==> config.mk <==
export PLATFORM = sky130hd
export DESIGN_NAME = efs_freeze
export DESIGN_NICKNAME = d
export VERILOG_FILES = /design/src/efs_pkg.sv /design/src/efs_freeze.sv
export VERILOG_INCLUDE_DIRS = /design/src
export SDC_FILE = /design/constraint.sdc
export NUM_CORES = 1
export LEC_CHECK = 0
export BUFFER_PORTS_ARGS = -buffer_cell sky130_fd_sc_hd__clkbuf_2
export CAP_MARGIN = 0
export CORE_ASPECT_RATIO = 0.6
export CORE_MARGIN = 4
export CORE_UTILIZATION = 39
export CTS_CLUSTER_SIZE = 14
export DETAILED_ROUTE_END_ITERATION = 16
export PLACE_DENSITY_LB_ADDON = 0.15
export SETUP_SLACK_MARGIN = 0.05
export SLEW_MARGIN = 20
export SYNTH_ARGS = -nofsm -noshare
export SYNTH_HDL_FRONTEND = slang
export SYNTH_SLANG_ARGS = --single-unit
==> constraint.sdc <==
create_clock -name i_clk -period 5.1 [get_ports i_clk]
set_clock_uncertainty 0.15 [all_clocks]
set_input_delay 0 -clock i_clk [delete_from_list [all_inputs] [get_ports i_clk]]
set_output_delay 0 -clock i_clk [all_outputs]
set_load 0.05 [all_outputs]
==> src/efs_cfg.svh <==
// Purpose: Offsets, field positions, reset values and counts of the halt block
// Assumes: 7-bit register addresses, 32-bit register data
// Notes: Definitions only
`ifndef EFS_CFG_SVH
`define EFS_CFG_SVH

// ----------------------------------------
// Register offsets
// ----------------------------------------
`define EFS_ADDR_HALT_CFG 7'h4E
`define EFS_ADDR_EVENT_REGISTER 7'h0E
`define EFS_ADDR_VEL 7'h22

// ----------------------------------------
// Field positions
// ----------------------------------------
`define EFS_DECEL_MSB 23
`define EFS_DECEL_LSB 0
`define EFS_SCALE_MSB 31
`define EFS_SCALE_LSB 24
`define EFS_EVT_HALT_BIT 10

// ----------------------------------------
// Reset values and counts
// ----------------------------------------
`define EFS_CFG_RST 32'h0000_0000
`define EFS_FILT_LEN 3
`define EFS_FRAC_BITS 37

`endif

==> src/efs_pkg.sv <==
// Purpose: Types shared by the halt block
// Assumes: Constants come from efs_cfg.svh
// Notes: Config struct matches the halt register bit layout
package efs_pkg;

  // ----------------------------------------
  // Stop sequence states
  // ----------------------------------------
  typedef enum logic [2:0] {
    EFS_RUN = 3'b001,
    EFS_STOP = 3'b010,
    EFS_STILL = 3'b100
  } efs_state_t;

  // ----------------------------------------
  // Register port request
  // ----------------------------------------
  typedef struct packed {
    logic wr;
    logic rd;
    logic [6:0] addr;
    logic [31:0] wdata;
  } efs_reg_req_t;

  // Scale in 31:24, deceleration in 23:0
  typedef struct packed {
    logic [7:0] scale;
    logic [23:0] decel;
  } efs_cfg_t;

endpackage

==> src/efs_freeze.sv <==
// Purpose: Emergency halt of the velocity ramp with forced current scale
// Assumes: Halt pin is asynchronous; ramp and scaling logic share i_clk
// Notes: Register port is the decoded form of the host serial interface
//
// How it works
// RULE_01: Falling filtered halt input stops the running ramp at once, as configured.
// RULE_02: Halt sets event bit 10; it stays set until reset.
// RULE_03: Halt input is seen only after three consecutive low samples.
// RULE_04: Deceleration value lives in bits 23:0 of register 0x4E.
// RULE_05: Halt current scale lives in bits 31:24 of that register.
// RULE_06: One write after reset, only before any ramp start; then locked.
// RULE_07: Halt input is always active low; no polarity option.
// RULE_08: Halt register is readable at any time.
// RULE_09: Ramp velocity register stays readable while halted.
// RULE_10: Zero deceleration stops hard; nonzero ramps down linearly.
// RULE_11: Deceleration is a raw per-clock decrement scaled by two to 37.
// RULE_12: Zero halt scale keeps the last scale; otherwise use configured scale.
// RULE_13: Halt scale takes effect only once the halt event is raised.
// RULE_14: Halt scale drives current through the normal scaling path.
// RULE_15: Once halted, stay at standstill and ignore ramp starts until reset.
`include "efs_cfg.svh"
`timescale 1ns/1ps
`default_nettype none

module efs_freeze
  import efs_pkg::*;
(
  // Clock and reset
  input wire logic i_clk,
  input wire logic i_rst_n,
  // Register port
  input wire efs_reg_req_t i_reg,
  output logic [31:0] o_reg_rdata,
  output logic o_reg_rvalid,
  // Halt pin
  input wire logic i_halt_input_n,
  // Ramp generator side
  input wire logic i_ramp_start,
  input wire logic signed [31:0] i_ramp_vel,
  output logic o_ramp_hold,
  output logic o_vel_force,
  output logic signed [31:0] o_vel,
  // Current scaling side
  input wire logic [7:0] i_scale_val,
  output logic o_scale_force,
  output logic [7:0] o_scale_val,
  // Status
  output logic o_halt_event_flag
);

  localparam int MAG_W = 32 + `EFS_FRAC_BITS;

  // ----------------------------------------
  // Helpers
  // ----------------------------------------
  function automatic logic efs_hit(input efs_reg_req_t req,
                                   input logic [6:0] target);
    efs_hit = (req.addr == target);
  endfunction

  // ----------------------------------------
  // Declarations
  // ----------------------------------------
  logic meta_q;
  logic sync_q;
  logic [`EFS_FILT_LEN-1:0] filt_sh_q;
  logic filt_q;
  logic halt_fall;
  logic flag_q;
  efs_state_t state_q;
  efs_state_t state_d;
  efs_cfg_t cfg_q;
  logic cfg_lock_q;
  logic cfg_wr;
  logic [MAG_W-1:0] mag_q;
  logic [MAG_W-1:0] mag_d;
  logic [MAG_W-1:0] step;
  logic [31:0] abs_in;
  logic [31:0] mag_int;
  logic neg_q;
  logic neg_d;
  logic signed [31:0] vel_q;
  logic [7:0] scale_q;
  logic [31:0] rdata_q;
  logic rvalid_q;

  // ----------------------------------------
  // Halt pin synchroniser and filter
  // ----------------------------------------
  always_ff @(posedge i_clk) begin
    if (!i_rst_n) begin
      meta_q <= 1'b1;
      sync_q <= 1'b1;
    end else begin
      meta_q <= i_halt_input_n;
      sync_q <= meta_q;
    end
  end

  // Glitches shorter than the window never reach the ramp
  always_ff @(posedge i_clk) begin
    if (!i_rst_n) begin
      filt_sh_q <= '1;
    end else begin
      filt_sh_q <= {filt_sh_q[`EFS_FILT_LEN-2:0], sync_q}; // [RULE_03]
    end
  end

  // Fixed low-active sense, no invert option
  always_ff @(posedge i_clk) begin
    if (!i_rst_n) begin
      filt_q <= 1'b1;
    end else if (filt_sh_q == '0) begin
      filt_q <= 1'b0; // [RULE_03] [RULE_07]
    end else if (filt_sh_q == '1) begin
      filt_q <= 1'b1;
    end
  end

  // First fall only: a later pulse must not re-pick the held scale
  assign halt_fall = filt_q && (filt_sh_q == '0) && !flag_q; // [RULE_01] [RULE_07] [RULE_12]

  // ----------------------------------------
  // Halt event flag
  // ----------------------------------------
  // Only reset clears it, so no set/clear race exists
  always_ff @(posedge i_clk) begin
    if (!i_rst_n) begin
      flag_q <= 1'b0;
    end else if (halt_fall) begin
      flag_q <= 1'b1; // [RULE_02]
    end
  end

  // ----------------------------------------
  // Halt configuration register
  // ----------------------------------------
  assign cfg_wr = i_reg.wr && efs_hit(i_reg, `EFS_ADDR_HALT_CFG) && !cfg_lock_q;

  // Locked so corrupted host traffic cannot disarm the stop
  always_ff @(posedge i_clk) begin
    if (!i_rst_n) begin
      cfg_q <= `EFS_CFG_RST;
    end else if (cfg_wr) begin
      cfg_q <= i_reg.wdata; // [RULE_04] [RULE_05] [RULE_06]
    end
  end

  always_ff @(posedge i_clk) begin
    if (!i_rst_n) begin
      cfg_lock_q <= 1'b0;
    end else if (cfg_wr || i_ramp_start) begin
      cfg_lock_q <= 1'b1; // [RULE_06]
    end
  end

  // ----------------------------------------
  // Stop sequence
  // ----------------------------------------
  assign step = {{(MAG_W-24){1'b0}}, cfg_q.decel}; // [RULE_11]
  assign abs_in = i_ramp_vel[31] ? (~i_ramp_vel + 32'h1) : i_ramp_vel;

  always_comb begin
    state_d = state_q;
    mag_d = mag_q;
    neg_d = neg_q;
    unique case (state_q)
      EFS_RUN: begin
        if (halt_fall) begin
          neg_d = i_ramp_vel[31];
          if (cfg_q.decel == 24'h0) begin
            mag_d = '0; // [RULE_10]
            state_d = EFS_STILL;
          end else begin
            mag_d = {abs_in, {`EFS_FRAC_BITS{1'b0}}}; // [RULE_01]
            state_d = EFS_STOP;
          end
        end
      end
      EFS_STOP: begin
        if (mag_q <= step) begin
          mag_d = '0;
          state_d = EFS_STILL;
        end else begin
          mag_d = mag_q - step; // [RULE_10] [RULE_11]
        end
      end
      EFS_STILL: begin
        mag_d = '0; // [RULE_15]
      end
    endcase
  end

  always_ff @(posedge i_clk) begin
    if (!i_rst_n) begin
      state_q <= EFS_RUN;
      mag_q <= '0;
      neg_q <= 1'b0;
    end else begin
      state_q <= state_d;
      mag_q <= mag_d;
      neg_q <= neg_d;
    end
  end

  assign mag_int = mag_d[MAG_W-1:`EFS_FRAC_BITS];

  // Integer velocity forced onto the ramp while halted
  always_ff @(posedge i_clk) begin
    if (!i_rst_n) begin
      vel_q <= 32'sh0;
    end else begin
      vel_q <= neg_d ? $signed(~mag_int + 32'h1) : $signed(mag_int);
    end
  end

  // ----------------------------------------
  // Halt current scale
  // ----------------------------------------
  // Chosen once at the halt edge, then held until reset
  always_ff @(posedge i_clk) begin
    if (!i_rst_n) begin
      scale_q <= 8'h0;
    end else if (halt_fall) begin
      if (cfg_q.scale != 8'h0) begin
        scale_q <= cfg_q.scale; // [RULE_12] [RULE_13]
      end else begin
        scale_q <= i_scale_val; // [RULE_12]
      end
    end
  end

  // ----------------------------------------
  // Register reads
  // ----------------------------------------
  always_ff @(posedge i_clk) begin
    if (!i_rst_n) begin
      rdata_q <= 32'h0;
      rvalid_q <= 1'b0;
    end else begin
      rvalid_q <= i_reg.rd;
      rdata_q <= 32'h0;
      if (i_reg.rd) begin
        if (efs_hit(i_reg, `EFS_ADDR_HALT_CFG)) begin
          rdata_q <= cfg_q; // [RULE_08]
        end else if (efs_hit(i_reg, `EFS_ADDR_EVENT_REGISTER)) begin
          rdata_q[`EFS_EVT_HALT_BIT] <= flag_q; // [RULE_02]
        end else if (efs_hit(i_reg, `EFS_ADDR_VEL)) begin
          rdata_q <= vel_q; // [RULE_09]
        end
      end
    end
  end

  // ----------------------------------------
  // Outputs
  // ----------------------------------------
  assign o_reg_rdata = rdata_q;
  assign o_reg_rvalid = rvalid_q;
  assign o_ramp_hold = flag_q; // [RULE_15]
  assign o_vel_force = !state_q[0]; // [RULE_01]
  assign o_vel = vel_q;
  assign o_scale_force = flag_q; // [RULE_13] [RULE_14]
  assign o_scale_val = scale_q; // [RULE_14]
  assign o_halt_event_flag = flag_q;
endmodule

`default_nettype wire

==> impl_results.md <==
- Status: finished clean
- Rel. slew slack: 0.349
- Clk sinks: 185
- PortBufs: 161
- Worst r2r src: cfg_q[22]
- Final setup vio count: 0
- Fill count: 2677
- CP endpoint kind: flop
- CTS buffer count: 17
- Unrepaired setup endpoints after global routing: no
- Reg area: 3700 µm²
- Critical path class: reg -> reg
- Worst VDD drop: 0.000446 V
- Die X-Extent: 222 µm
- Post-synth EDFFs: 0
- CTS tree: built
- Worst Hold Class: in -> reg
- Synthesis-to-layout area growth: 24.5%
- Final Critical Period: 4.73 ns
- Area of the multi-input gates: 6610 µm²
- DRT Pass-1 Iters: 6
- Cell variety after synth: 86
- Clk pin slew, worst setup/hold paths: 0.07 ns
- Fin cells: 1992
- Most common cell after layout, fill and taps aside: dfxtp_1
- Pwr per Cell Area: 726 nW/µm²
- Die ar.: 30400 µm²
- I/O pins: 162
- Largest net degree at the start of global routing: 59
- Post-Syn Instances: 1404
- Post-synth ARST share: 0
- Reg2reg setup slack: 0.37 ns
- Final period util: 0.928
- Row Count: 46
- Initial Util: 0.402
- First-pass GRT wire length: 62900 µm
- Post-synth top flop: dfxtp_1
- Die Y: 137 µm
- Met1 wire length: 21000 µm
- CTS HTree Levels: 4
- Synth area leaders: dfxtp_1 (34%), nand2_1 (6.1%), a21oi_1 (6.1%)
- Hold Crit Depth: 6
- HP Start: i_ramp_vel[28]
- Met2 WL: 15600 µm
- ANT nets after route: 0
- Synth warnings: 0
- Antenna violations before repair: 1
- Diode count: 0
- Most frequent cells in the layout: dfxtp_1 (185), nand2_1 (175), nor2_1 (163)
- Worst setup path start: cfg_q[22]
- Synth Register Bits: 185
- Worst skew pair latency: 0.45 ns
- Critical Path RT: 5.29 ns
- Hpwl dp: 33100 µm
- Vias: 11400
- Grt total ovfl: 0
- Share of layout cells above drive strength 1: 0.191
- Vias in the first global route: 10400
- Leakage power: 5.77 nW
- GRT Util Overall: 0.269
- Final GP Congestion: 0.998
- Final Slew Violations: 0
- WL met3: 4910 µm
- R2R Path End: o_vel[26]
- Largest area contributor in the netlist: dfxtp_1
- Setup TNS: 0 ns
- Remaining DRCs: 0
- Highest clock rate: 211 MHz
- Routed vias/inst: 5.73
- Setup crit start kind: flop
- Syn_nets: 1516
- Clock Tree Root: clkbuf_16
- Placeable core region: 26800 µm²
- Hold violation count in the final report: 0
- Avg Inst Size Synth: 7.66 µm²
- Measured slew at the worst slew-check pin: 0.972 ns
- Iter 0 DRT Violations: 1102
- Routed length per placed instance: 21.1 µm
- Mapped Area: 10800 µm²
- Synth top area share: 0.344
- Final wirelength: 42100 µm
- Critical Path Fanout Max: 7
- Placed cell count: 1902
- Clock buffer depth: 2
- R2R cell count: 16
- Seq/Total Area, Yosys: 0.344
- WHS Endpoint: mag_q[65]
- Worst EP arrival: 4.92 ns
- MaxCap Viol Count: 0
- Final net count: 1731
- Highest routed layer: met5
[per-stage QoR]
stage                     power [W]  hold slack (ns)  worst slack, ns   util  cell area, µm²
final                       0.00971           0.0161            0.366  0.500           13400
after floorplan             0.00594          -0.0485           0.0824      -           10800
after CTS                   0.00950          0.00544            0.161  0.498           13300
after global placement      0.00805           0.0387            0.307  0.454           12200
after global routing         0.0103           0.0444           0.0671  0.500           13400
after detailed placement    0.00801           0.0370            0.187  0.454           12200
[flip-flops by register name, indices dropped and copies added, names as in the netlist]
name / cells
cfg_lock_q: 1
cfg_q: 32
filt_sh_q: 3
o_reg_rdata: 32
mag_q: 69
meta_q: 1
o_halt_event_flag: 1
state_q: 3
o_scale_val: 8
o_vel: 31
filt_q: 1
neg_q: 1
o_reg_rvalid: 1
sync_q: 1
[synthesized netlist by cell type, types with 6 or more instances]
master    instances
nand4_1          17
nor2_1          165
nor4_1           26
a211o_1           8
o21ai_0          74
ha_1             26
or2_2            16
or3_1            18
nor3_1           39
nor2b_1           6
o21a_1           10
o41ai_1           9
and3_1           11
xor2_1           54
nand2b_1         18
o211ai_1          6
a21oi_1         130
a21o_1           14
inv_1            42
nand3_1          20
a21boi_0          6
xnor2_1          35
dfxtp_1         185
nand4b_1          6
o31ai_1          13
and2_1           28
a22oi_1          36
a31oi_1           8
clkbuf_1         76
nand2_1         175
or4_1            23
[repair_timing]
item                                    CTS  global route
hold buffers                             54             0
hold endpoints to repair                 87             0
resized for setup                         0             5
setup buffers                             0             4
endpoints found under the setup margin    0            18
[metal layers]
metal,GRT usage,vias to the layer above
li1,-,5418
met1,0.424,5411
met2,0.341,522
met3,0.0939,52
met4,0.0585,2
met5,0,-
[worst max path at each step]
stage                 to  slack [ns]
2_1_floorplan  o_vel[26]        0.08
3_3_place_gp   o_vel[26]        0.31
3_5_place_dp   o_vel[26]        0.19
4_1_cts        o_vel[26]        0.16
5_1_grt        o_vel[26]        0.07
6_report       o_vel[26]        0.37
[worst max-delay path: stages (launching register included)]
cell       delay, ns
dfxtp_1         0.48
inv_1           0.08
ha_1            0.40
nand4_1         0.31
buf_4           0.25
nor3_1          0.27
o31a_1          0.43
buf_4           0.22
or3b_1          0.13
buf_4           0.12
nand2_1         0.05
o2bb2ai_1       0.36
nor2b_1         0.30
and4_1          0.27
nand2_2         0.14
o41ai_1         0.30
mux2_1          0.35
[power breakdown]
| part | leakage [nW] | switching [W] | total (W) | internal [W] |
|---|---|---|---|---|
| registers | 1.49 | 0.0000854 | 0.00164 | 0.00155 |
| logic | 3.97 | 0.00424 | 0.00666 | 0.00241 |
| clock network | 0.306 | 0.000634 | 0.00142 | 0.000782 |
| total | 5.77 | 0.00496 | 0.00971 | 0.00475 |
[final cells by class]
class / count / share of cell area
Clock buffer: 21 / 0.0351
Clock inverter: 11 / 0.0113
Inverter: 43 / 0.0121
Multi-Input combinational cell: 1093 / 0.494
Sequential cell: 185 / 0.277
Tap cell: 360 / 0.0337
Timing Repair Buffer: 279 / 0.137
[cell families after synthesis]
group,after synthesis,synth area share
buf+inv,126,0.0467
flops,185,0.344
compound gates,368,0.219
fa+ha+maj,27,0.0321
mux,9,0.00884
xor+xnor,89,0.0725
simple gates,600,0.276
(Power assumes the default switching activity.)
